[src/prefix_decode_consts.svh]
/*
  Constants for the wide-mode prefix and size decoder: prefix bytes,
  opcode classes, group-5 reg codes and widths.
  Assumes it is included by bare name from the package; the decoder uses its macros.
*/
`ifndef PREFIX_DECODE_CONSTS_SVH
`define PREFIX_DECODE_CONSTS_SVH

`define PFX_OPSIZE 8'h66
`define PFX_ADSIZE 8'h67
`define PFX_SEG_EXTRA 8'h26
`define PFX_SEG_CODE 8'h2e
`define PFX_SEG_STACK 8'h36
`define PFX_SEG_DATA 8'h3e
`define PFX_SEG_ONE 8'h64
`define PFX_SEG_TWO 8'h65
`define PFX_REGEXT_HI 4'h4
`define REGEXT_W_BIT 3
`define REGEXT_R_BIT 2
`define REGEXT_X_BIT 1
`define REGEXT_B_BIT 0
`define OPC_ESCAPE 8'h0f
`define OPC_ENTER 8'hc8
`define OPC_FRAME_DEL 8'hc9
`define OPC_POP_RM 8'h8f
`define OPC_POP_REG_HI 5'h0b
`define OPC_PUSH_REG_HI 5'h0a
`define OPC_POPF 8'h9d
`define OPC_PUSHF 8'h9c
`define OPC_PUSH_I32 8'h68
`define OPC_PUSH_I8 8'h6a
`define OPC_GRP5 8'hff
`define OPC_PUSH_SEG1 8'ha0
`define OPC_POP_SEG1 8'ha1
`define OPC_PUSH_SEG2 8'ha8
`define OPC_POP_SEG2 8'ha9
`define OPC_CALL_NEAR 8'he8
`define OPC_JMP_NEAR 8'he9
`define OPC_JMP_SHORT 8'heb
`define OPC_RET_NEAR 8'hc3
`define OPC_RET_IMM 8'hc2
`define OPC_LOOPNE 8'he0
`define OPC_LOOPE 8'he1
`define OPC_LOOP 8'he2
`define OPC_COPY_MOFFS_LO 8'ha0
`define OPC_COPY_MOFFS_HI 8'ha3
`define OPC_COPY_IMM_HI 5'h17
`define CREG_TASK_PRIO 4'h8
`define GRP5_CALL 3'h2
`define GRP5_JMP 3'h4
`define GRP5_PUSH 3'h6
`define MSR_ADDR_W 64
`define PHYS_ADDR_W 52

`endif

[src/prefix_decode_pkg.sv]
/*
  Types for the wide-mode prefix and size decoder.
  Assumes the constants header is on the include path.
*/
package prefix_decode_pkg;
  `include "prefix_decode_consts.svh"

  // Processor operating mode as delivered by the mode logic
  typedef enum logic [1:0] {
    MODE_LEGACY = 2'b00,
    MODE_COMPAT = 2'b01,
    MODE_WIDE = 2'b10
  } cpu_mode_t;

  // Operand or address size
  typedef enum logic [1:0] {
    SZ_8 = 2'b00,
    SZ_16 = 2'b01,
    SZ_32 = 2'b10,
    SZ_64 = 2'b11
  } size_t_t;

  // Segment base chosen for the address sum
  typedef enum logic [1:0] {
    SEG_NONE = 2'b00,
    SEG_ONE = 2'b01,
    SEG_TWO = 2'b10,
    SEG_LEGACY = 2'b11
  } seg_sel_t;

  // Decoder pipeline slot state
  typedef enum logic [0:0] {
    ST_IDLE = 1'b0,
    ST_VALID = 1'b1
  } slot_state_t;
endpackage

[src/wide_mode_prefix_size_decode.sv]
/*
  Wide-mode prefix and size decoder with address and result forming.
  Assumes fetch presents one instruction per valid cycle with prefixes
  already split out; execute ignores outputs while out_valid is low.
*/
// How it works
// - Model register physical addresses are read at full width.
// - Legacy mode reads and writes all implemented high model bits.
// - A meaningless extension prefix is ignored, no fault, no change.
// - In wide mode the extension prefix selects the task-priority register.
// - Near branches and stack-implicit ops default to 64-bit in wide mode.
// - Data, extra, stack, code overrides are null prefixes in wide mode.
// - Thread-base overrides add their segment base into the address.
// - Wide mode operand default is 32; extension width flag selects 64.
// - Wide-mode operand-size prefix selects 16 unless the width flag asks for 64.
// - Wide mode 32-bit register writes clear the upper 32 bits.
// - 8 and 16-bit register writes keep all higher destination bits.
// - Wide address default 64; prefix selects 32; no 16-bit addressing.
// - Compat and legacy address-size prefix toggles 16/32 against the segment default.
// - Displacements stay 32-bit, sign-extended, except wide copy forms.
// - Long mode addresses truncate to effective size, then zero-extend.
// - Relative address is next instruction pointer plus displacement.
// - Wide mode stack pushes and pops are 64 or 16-bit, never 32.
// - Enter, frame delete and the push/pop forms count as stack ops.
// - Wide mode has sixteen registers; the upper eight need extension.
// - Near call, jump and return are near branches defaulting to 64-bit.
`timescale 1ns/1ps
module wide_mode_prefix_size_decode
  import prefix_decode_pkg::*;
#(
  parameter int MSR_W = `MSR_ADDR_W,
  parameter int PA_W = `PHYS_ADDR_W
) (
  input wire logic ref_clk,
  input wire logic rst,
  input wire logic in_valid,
  input wire cpu_mode_t mode,
  input wire logic seg_default_32,
  input wire logic has_opsize_pfx,
  input wire logic has_adsize_pfx,
  input wire logic [7:0] seg_pfx,
  input wire logic has_seg_pfx,
  input wire logic has_regext_pfx,
  input wire logic [3:0] regext_bits,
  input wire logic [7:0] opcode,
  input wire logic escaped,
  input wire logic [2:0] modrm_reg,
  input wire logic byte_op,
  input wire logic rip_rel,
  input wire logic [63:0] ea_raw,
  input wire logic [31:0] disp32,
  input wire logic [63:0] imm64,
  input wire logic [63:0] next_instr_pointer,
  input wire logic [63:0] seg_base_one,
  input wire logic [63:0] seg_base_two,
  input wire logic [31:0] seg_base_legacy,
  input wire logic [63:0] result,
  input wire logic [63:0] dest_old,
  input wire logic msr_wr,
  input wire logic [MSR_W-1:0] msr_wdata,
  output logic out_valid,
  output size_t_t op_size,
  output size_t_t addr_size,
  output logic stack_op,
  output logic near_branch,
  output seg_sel_t seg_sel,
  output logic [3:0] reg_dst_idx,
  output logic task_prio_sel,
  output logic [63:0] eff_addr,
  output logic [63:0] reg_wdata,
  output logic [MSR_W-1:0] msr_rdata,
  output logic [63:0] msr_phys_addr
);

  // Mode decode; wide-mode meanings hang off this one wire
  wire wide = (mode == MODE_WIDE);
  wire rex_live = wide && has_regext_pfx;
  wire rex_w = rex_live && regext_bits[`REGEXT_W_BIT];

  // Opcode classes
  wire grp5 = !escaped && (opcode == `OPC_GRP5);
  wire is_stack_plain = !escaped && (
    (opcode == `OPC_ENTER) || (opcode == `OPC_FRAME_DEL) ||
    (opcode == `OPC_POP_RM) || (opcode[7:3] == `OPC_POP_REG_HI) ||
    (opcode[7:3] == `OPC_PUSH_REG_HI) || (opcode == `OPC_POPF) ||
    (opcode == `OPC_PUSHF) || (opcode == `OPC_PUSH_I32) ||
    (opcode == `OPC_PUSH_I8) ||
    (grp5 && modrm_reg == `GRP5_PUSH));
  wire is_stack_esc = escaped && (
    (opcode == `OPC_PUSH_SEG1) || (opcode == `OPC_POP_SEG1) ||
    (opcode == `OPC_PUSH_SEG2) || (opcode == `OPC_POP_SEG2));
  wire is_stack = is_stack_plain || is_stack_esc;
  wire is_near = !escaped && (
    (opcode == `OPC_CALL_NEAR) || (opcode == `OPC_JMP_NEAR) ||
    (opcode == `OPC_JMP_SHORT) || (opcode == `OPC_RET_NEAR) ||
    (opcode == `OPC_RET_IMM) || (opcode == `OPC_LOOP) ||
    (opcode == `OPC_LOOPE) || (opcode == `OPC_LOOPNE) ||
    (grp5 && (modrm_reg == `GRP5_CALL || modrm_reg == `GRP5_JMP)) ||
    (opcode[7:4] == 4'h7)) ||
    (escaped && opcode[7:4] == 4'h8);
  wire is_copy_wide = !escaped && wide && (
    ((opcode >= `OPC_COPY_MOFFS_LO) && (opcode <= `OPC_COPY_MOFFS_HI)) ||
    (rex_w && opcode[7:3] == `OPC_COPY_IMM_HI));
  wire is_creg_move = escaped && (opcode == 8'h20 || opcode == 8'h22);

  // Operand size: default 64 for stack and near branch, 16 by override
  size_t_t op_nxt;
  always_comb begin
    if (byte_op) begin
      op_nxt = SZ_8;
    end else if (wide && (is_stack || is_near)) begin
      // Width flag outranks the operand-size prefix here as well
      op_nxt = (has_opsize_pfx && !rex_w) ? SZ_16 :
        SZ_64;
    end else if (rex_w) begin
      op_nxt = SZ_64;
    end else if (wide) begin
      op_nxt = has_opsize_pfx ? SZ_16 : SZ_32;
    end else begin
      op_nxt = (has_opsize_pfx ^ seg_default_32) ? SZ_32 : SZ_16;
    end
  end

  // Address size: wide has 64/32 only, others follow legacy toggling
  wire size_t_t ad_nxt = wide ? (has_adsize_pfx ? SZ_32 : SZ_64) :
    ((has_adsize_pfx ^ seg_default_32) ? SZ_32 : SZ_16);

  // Segment override; four legacy overrides become null in wide mode
  wire seg_one = has_seg_pfx && (seg_pfx == `PFX_SEG_ONE);
  wire seg_two = has_seg_pfx && (seg_pfx == `PFX_SEG_TWO);
  wire seg_null_wide = has_seg_pfx && !seg_one && !seg_two;
  wire seg_sel_t seg_nxt = seg_one ? SEG_ONE : seg_two ? SEG_TWO :
    (seg_null_wide && !wide) ? SEG_LEGACY : SEG_NONE;

  // Register extension: unused bits simply drop out, never fault
  wire [3:0] dst_nxt = {rex_live && regext_bits[`REGEXT_R_BIT],
    modrm_reg};
  wire tpr_nxt = is_creg_move && rex_live &&
    regext_bits[`REGEXT_R_BIT] && (modrm_reg == 3'h0);

  // Displacement sign-extends; only the wide copy forms carry 64 bits
  wire [63:0] disp_ext = is_copy_wide ? imm64 :
    {{32{disp32[31]}}, disp32};
  wire [63:0] base_sum = rip_rel && wide ?
    next_instr_pointer + disp_ext : ea_raw + disp_ext;
  wire [63:0] seg_add = (seg_nxt == SEG_ONE) ?
    (wide ? seg_base_one : {32'h0, seg_base_one[31:0]}) :
    (seg_nxt == SEG_TWO) ?
    (wide ? seg_base_two : {32'h0, seg_base_two[31:0]}) :
    (!wide ? {32'h0, seg_base_legacy} : 64'h0);

  // Truncate to effective size first, then zero-extend the result
  wire [63:0] off_trunc = (ad_nxt == SZ_64) ? base_sum :
    (ad_nxt == SZ_32) ? {32'h0, base_sum[31:0]} :
    {48'h0, base_sum[15:0]};
  // Outside wide mode the 16-bit offset wraps before the base is added,
  // and the linear sum itself wraps at 32 bits
  wire [63:0] ea_nxt = wide ? off_trunc + seg_add :
    {32'h0, off_trunc[31:0] + seg_add[31:0]};

  // Register write merge; narrow writes keep their upper bits
  logic [63:0] wb_nxt;
  always_comb begin
    case (op_nxt)
      SZ_8: wb_nxt = {dest_old[63:8], result[7:0]};
      SZ_16: wb_nxt = {dest_old[63:16], result[15:0]};
      SZ_32: wb_nxt = wide ? {32'h0, result[31:0]} :
        {dest_old[63:32], result[31:0]};
      SZ_64: wb_nxt = result;
      default: wb_nxt = dest_old;
    endcase
  end

  // Model register store keeps all implemented bits in every mode; unimplemented
  // bits above the physical width stay zero so readback is honest
  localparam logic [MSR_W-1:0] MSR_IMPL = {{(MSR_W-PA_W){1'b0}},
    {PA_W{1'b1}}};
  logic [MSR_W-1:0] msr_r;
  always_ff @(posedge ref_clk) begin
    if (rst) begin
      msr_r <= '0;
    end else if (msr_wr) begin
      msr_r <= msr_wdata & MSR_IMPL;
    end
  end

  // Output slot; one-cycle decode latency
  always_ff @(posedge ref_clk) begin
    if (rst) begin
      op_size <= SZ_32;
      addr_size <= SZ_32;
      stack_op <= 1'b0;
      near_branch <= 1'b0;
      seg_sel <= SEG_NONE;
      reg_dst_idx <= 4'h0;
      task_prio_sel <= 1'b0;
      eff_addr <= 64'h0;
      reg_wdata <= 64'h0;
    end else if (in_valid) begin
      op_size <= op_nxt;
      addr_size <= ad_nxt;
      stack_op <= is_stack;
      near_branch <= is_near;
      seg_sel <= seg_nxt;
      reg_dst_idx <= dst_nxt;
      task_prio_sel <= tpr_nxt;
      eff_addr <= ea_nxt;
      reg_wdata <= wb_nxt;
    end
  end

  // Registered model-register views; full width regardless of mode
  always_ff @(posedge ref_clk) begin
    if (rst) begin
      msr_rdata <= '0;
      msr_phys_addr <= 64'h0;
    end else begin
      msr_rdata <= msr_r;
      msr_phys_addr <= 64'(msr_r);
    end
  end

  always_ff @(posedge ref_clk) begin
    if (rst) begin
      out_valid <= 1'b0;
    end else begin
      out_valid <= in_valid;
    end
  end

endmodule

[config.mk]
export PLATFORM = sky130hd
export DESIGN_NAME = wide_mode_prefix_size_decode
export DESIGN_NICKNAME = d
export VERILOG_FILES = /design/src/prefix_decode_pkg.sv /design/src/wide_mode_prefix_size_decode.sv
export VERILOG_INCLUDE_DIRS = /design/src
export SDC_FILE = /design/constraint.sdc
export NUM_CORES = 1
export LEC_CHECK = 0
export BUFFER_PORTS_ARGS = -buffer_cell sky130_fd_sc_hd__buf_2
export CAP_MARGIN = 5
export CORE_AREA = 2 2 342 344
export DETAILED_ROUTE_END_ITERATION = 8
export DIE_AREA = 0 0 344 346
export GPL_TIMING_DRIVEN = 1
export SETUP_SLACK_MARGIN = 0.5
export SYNTH_ARGS = -nofsm -noshare
export SYNTH_HDL_FRONTEND = slang
export SYNTH_SLANG_ARGS = --single-unit
export TNS_END_PERCENT = 100
[constraint.sdc]
create_clock -name ref_clk -period 8.2 [get_ports ref_clk]
set_clock_uncertainty 0.2 [all_clocks]
set_input_delay 2.05 -clock ref_clk [delete_from_list [all_inputs] [get_ports ref_clk]]
set_output_delay 2.05 -clock ref_clk [all_outputs]
set_load 0.01 [all_outputs]
## Word level (Yosys, flattened, before mapping)

Index checks and enable logic that the tools add are counted.
W data, S select, Z words.

- Flip-flop bits (word level): 246
- Logic and storage cells: 145
- Output and inout port bits: 270
- Input bits: 613

- Bitwise gates (word level): 2
- Reductions and logical operators: 60
- Add/subtract/negate cells: 4
- Mux-type cells: 25
- Equality and inequality tests: 40
- $lt $le $gt $ge: 2

Operators by type and width:

| kind | number |
|---|---|
| $mux W64 | 9 |
| $pmux W64 S4 | 1 |
| $add A64 B64 Y64 | 3 |
| $eq A8 B8 Y1 const B | 18 |
| $mux W32 | 2 |
| $add A32 B32 Y32 | 1 |
| $eq A8 B7 Y1 const B | 4 |
| $logic_or A1 B1 Y1 | 27 |
| $logic_and A1 B1 Y1 | 26 |
| $mux W2 | 12 |
| $eq A8 B6 Y1 const B | 2 |
| $eq A2 B2 Y1 const B | 6 |
| $eq A5 B4 Y1 const B | 2 |
| $ge A8 B8 Y1 const B | 1 |
| $le A8 B8 Y1 const B | 1 |
| $eq A3 B3 Y1 const B | 2 |
| $eq A5 B5 Y1 const B | 1 |
| $logic_not A1 Y1 | 5 |
| $eq A2 B1 Y1 const B | 2 |
| $eq A4 B3 Y1 const B | 1 |
| $eq A4 B4 Y1 const B | 1 |
| $eq A3 B2 Y1 const B | 1 |
| $logic_not A3 Y1 | 1 |
| $logic_not A2 Y1 | 1 |
| other kinds (2) | 3 |

## Logic depth before layout (Yosys ltp)

- Depth after elaboration: 18
- Gate-level depth with buffers: 33
- Mapped depth without buffers: 28

## Worst setup path after synthesis

No wires, ideal clock.

- Path kind: input -> register
- From: input opcode[3]
- To: register eff_addr[47]
- Setup slack: -0.587 ns
- Data required time: 7.883 ns
- Library setup time: 0.117 ns
- Data arrival time: 8.471 ns
- Buffers on the path: 4
- Stages on the path: 31
- Cell sequence: buf_2 -> or3_4 -> a2111oi_4 -> clkbuf_1 -> clkbuf_1 -> mux2_2 -> ha_1 -> fa_1 -> nand3_1 -> a31oi_1 -> o211ai_1 -> a21o_1 -> and2_1 -> o21ai_0 -> a21bo_2 -> a21o_1 -> a21oi_1 -> xor2_1 -> nor2_1 -> ha_1 -> clkbuf_1 -> nand3_1 -> nor4_1 -> o211ai_1 -> o211a_1 -> nand2_1 -> nor4b_1 -> or2_2 -> o41ai_2 -> xor2_1 -> a22o_1

- Word-level cells in the longest chain between the ends: 11
- Elaborated cells between the ends (all ways): 15
- Those cells by class: add/sub (3); order compare (2); eq/ne (1); mux (5); reduce/logical (4)

RTL lines:

| item | RTL line | source |
|---|---|---|
| from (decl) | wide_mode_prefix_size_decode.sv:45 | `input wire logic [7:0] opcode,` |
| $ge A8 B8 Y1 (no line), or another cell as far along | -- |  |
| $logic_and A1 B1 Y1, on equally long branches | -- |  |
| $logic_or A1 B1 Y1 (*) | wide_mode_prefix_size_decode.sv:102 | `` ((opcode >= `OPC_COPY_MOFFS_LO) && (opcode <= `OPC_COPY_MOFFS_HI)) \|\| `` |
| $logic_and A1 B1 Y1 (*) | wide_mode_prefix_size_decode.sv:101 | `wire is_copy_wide = !escaped && wide && (` |
| $mux W64 (*) | wide_mode_prefix_size_decode.sv:142 | `wire [63:0] disp_ext = is_copy_wide ? imm64 :` |
| $add A64 B64 Y64 | wide_mode_prefix_size_decode.sv:145 | `next_instr_pointer + disp_ext : ea_raw + disp_ext;` |
| $mux W64 (*) | wide_mode_prefix_size_decode.sv:144 | `wire [63:0] base_sum = rip_rel && wide ?` |
| $mux W32 | wide_mode_prefix_size_decode.sv:154 | `(ad_nxt == SZ_32) ? {32'h0, base_sum[31:0]} :` |
| $mux W64 (*) | wide_mode_prefix_size_decode.sv:153 | `wire [63:0] off_trunc = (ad_nxt == SZ_64) ? base_sum :` |
| $add A64 B64 Y64 (*) | wide_mode_prefix_size_decode.sv:158 | `wire [63:0] ea_nxt = wide ? off_trunc + seg_add :` |
| $mux W64 (*) | wide_mode_prefix_size_decode.sv:158 |  |
| to (signal assigned) | wide_mode_prefix_size_decode.sv:207 | `eff_addr <= ea_nxt;` |
| to (decl) | wide_mode_prefix_size_decode.sv:69 | `output logic [63:0] eff_addr,` |

Every way passes the cells marked *; elsewhere a longest branch is shown, timed or not.
A chain may end at the register's enable or synchronous reset.

## Worst setup path in the final report

- From: input opcode[3]
- To: register eff_addr[63]

The elaborated chain is that of the path after synthesis.

==> flow_summary.ini <==
[synth]
synthArstFlopShare_pct = 0
synth_top_area_share_pct = 25.1
synth_cells = 2442
ys_ff_latch = 246
yosys.cell_types.count = 80
netlist_top_cells_count = sky130_fd_sc_hd__nor2_1, sky130_fd_sc_hd__dfxtp_1, sky130_fd_sc_hd__a21oi_1
synth-edff-count = 0
ys.warnings.count = 0
synth_top_cells_by_area = sky130_fd_sc_hd__dfxtp_1, sky130_fd_sc_hd__ha_1, sky130_fd_sc_hd__nor2_1
postSynthAreaPerCell_um2 = 8.03
synth_top_area_cell = sky130_fd_sc_hd__dfxtp_1
ys_dominant_reg_cell = sky130_fd_sc_hd__dfxtp_1
sequential_share_of_the_synthesized_area_pct = 25.1
mappedNetlistArea_um2 = 19600
yosys.cell_count.top_type = sky130_fd_sc_hd__nor2_1

[setup_path]
critPathRequiredTime_ns = 8.45
timing.reg2reg.setup_slack_ns = 7.09
crit_family = compound AO/OA/AOI/OAI gates
worst_setup_path_start_kind = primary input
timing.critical_path.slowest_cell_delay_ns = 0.47
worst_path_class_setup = primary input to flip-flop
crit_top_cell = sky130_fd_sc_hd__buf_4
worstSetupEndpointType = flip-flop
setup.worst_path.end = eff_addr[63]
reg2regPathDepth = 3
cp.arrival_ns = 8.42
worst-path-max-fanout = 8
rr_startpoint = addr_size[1]
critical-path-slowest-cell = sky130_fd_sc_hd__or4b_4
regToRegEndpoint = addr_size[1]
worst_setup_path_startpoint = opcode[3]
timing.critical_path.depth = 31
cp_num_buf_inv = 6

[clocking]
max-clock-path-buffers = 3
clk_latency_ns = 0.56
hold_fix_buffers_cts = 0
cts-htree-levels = 1
root_buffer_cell = sky130_fd_sc_hd__clkbuf_16
cts_tree = yes
cts_sinks = 246
clkSlewWorstSetupHoldPaths_ns = 0.06
tritoncts.num_buffers = 27

[die]
dieHeight_um = 346
die_x_um = 344
top_level_ports = 883
design.die.area_um2 = 119000
coreArea_um2 = 115000
start_util_pct = 17.0
rows = 125

[placement]
placed_area_um2 = 28400
placed_cells_incl_taps = 5020
finalWeightedCongestion = 0.933
dpl.hpwl_um = 81200
buffer_ports.inserted = 836

[grt]
grt_usage_pct = 15.3
grt_antenna_before_repair = 21
vias_in_the_first_global_route = 21600
total_gr_overflow = 0
pin_count_of_the_biggest_net_entering_global_routing = 88
wire_length_of_the_first_global_routing_pass_um = 137000

[sta]
finalMaxSlewViolations = 0
hold_violations = 0
layout_worst_path_cycle_share_pct = 99.6
tightest_slew_ns = 1.06
period_needed_ns = 8.17
maxClockFrequency_ghz = 0.122
rsz0062_at_grt = true
max_slew_headroom_at_the_worst_pin_pct = 29.4
final-setup-viol-count = 0

[final_layout]
synthToLayoutAreaGrowth_pct = 59.0
layout-drive-gt1-share_pct = 47.1
area_of_all_placed_cells_without_fillers_um2 = 31200
number_of_filler_instances_in_the_final_layout = 12600
final-instance-count-excl-fill = 5153
finalNetCount = 4354

[run_status]
run_status = complete, no violations

[drt]
remaining_drc_errors = 0
route.vias.total = 22300
dr_wl_cell_um = 18.9
drtIter0Drc = 1215
detail_route.wirelength_um = 97200
final_antenna_net_count = 0
tritonroute_pass_1_iters = 5
routed_via_density = 4.32

[hold_path]
worstHoldPathType = flip-flop to flip-flop
min-delay-start = msr_r[25]

[power]
post-layout-total-power_mw = 4.65
power.ir.vdd_worst_uv = 120
cellLeakagePower_nw = 15.3
power_density_nw_per_um2 = 149

[job]
cap_viol_max_count = 0
==> per-layer routing <==
| metal | vias to the layer above | track usage, % | wire, um |
|---|---|---|---|
| met5 | - | 0 | 62 |
| met4 | 10 | 6.14 | 3820 |
| met3 | 153 | 3.07 | 6500 |
| met2 | 724 | 25.4 | 45000 |
| met1 | 10400 | 19.3 | 41800 |
| li1 | 11000 | - | - |
==> power breakdown <==
group / internal, mW / switching [mW]
sequential: 1.29 / 0.0447
clock: 0.686 / 0.541
combinational: 1.01 / 1.08
total: 2.98 / 1.67
==> cell usage in the layout, fill, tap and decap left out, types with 29 or more instances in the layout <==
cell type,instances
sky130_fd_sc_hd__a211oi_1,66
sky130_fd_sc_hd__a21o_1,118
sky130_fd_sc_hd__a21oi_1,123
sky130_fd_sc_hd__a21oi_2,29
sky130_fd_sc_hd__a22oi_1,66
sky130_fd_sc_hd__a31oi_1,37
sky130_fd_sc_hd__buf_2,830
sky130_fd_sc_hd__buf_4,458
sky130_fd_sc_hd__buf_6,39
sky130_fd_sc_hd__dfxtp_1,246
sky130_fd_sc_hd__ha_1,111
sky130_fd_sc_hd__inv_1,37
sky130_fd_sc_hd__mux2_2,83
sky130_fd_sc_hd__mux2i_1,123
sky130_fd_sc_hd__nand2_1,137
sky130_fd_sc_hd__nand3_1,61
sky130_fd_sc_hd__nand4_1,31
sky130_fd_sc_hd__nor2_1,319
sky130_fd_sc_hd__nor2b_1,66
sky130_fd_sc_hd__o21ai_0,43
sky130_fd_sc_hd__xnor2_1,65
sky130_fd_sc_hd__xor2_1,35
==> area by class of cell <==
type                    count  area [um^2]  area share (%)
well taps                1524         1910            6.12
clock buffers              33          748            2.40
repair buffers           1338         8260            26.5
clock inverters            16          136           0.438
inverters                  38          143           0.458
flip-flops and latches    246         4920            15.8
multi-input cells        1946        15000            48.2
diodes                     12         30.0          0.0964
==> per-stage QoR <==
stage	worst slack, ns	TNS (ns)	hold WS (ns)	util, %
floorplan	0.208	0	0.237	-
global placement	-0.873	-21.09	0.240	24.6
detailed placement	-0.884	-22.07	0.249	24.6
CTS	0.122	0	0.258	26.3
global route	-0.178	-1.64	0.266	27.0
finish	0.0325	0	0.259	27.0
==> cell families (layout without fill, tap and decap cells) <==
family	count (synthesis)	after routing	share of synthesized area, %
adder cells (fa/ha/maj)	144	144	9.27
AND/OR/NAND/NOR	758	758	17.8
AO/OA/AOI/OAI	679	679	23.8
XOR/XNOR	124	124	5.58
flip-flops	246	246	25.1
multiplexers	217	217	11.7
buffers and inverters	273	1425	6.69
other	1	36	0.0191
==> how the worst min path moves through the flow <==
stage	to	slack, ns	cells after the start
finish	msr_phys_addr[25]	0.26	1
detailed placement	msr_phys_addr[1]	0.25	1
global placement	msr_phys_addr[4]	0.24	1
global route	msr_phys_addr[25]	0.27	1
floorplan	msr_phys_addr[0]	0.24	1
CTS	msr_phys_addr[21]	0.26	1
==> flip-flops by register name (all words and copies together), names as in the netlist <==
signal,cells
addr_size,2
eff_addr,64
msr_phys_addr,52
msr_r,52
near_branch,1
op_size,2
out_valid,1
reg_dst_idx,4
reg_wdata,64
seg_sel,2
stack_op,1
task_prio_sel,1
==> repair_timing <==
item,CTS,global route
setup buffers,39,31
gates resized for setup,119,108
cloned,2,0
pin swaps,115,91
endpoints found under the setup margin,37,40
Power figures use the tool's default switching activity.
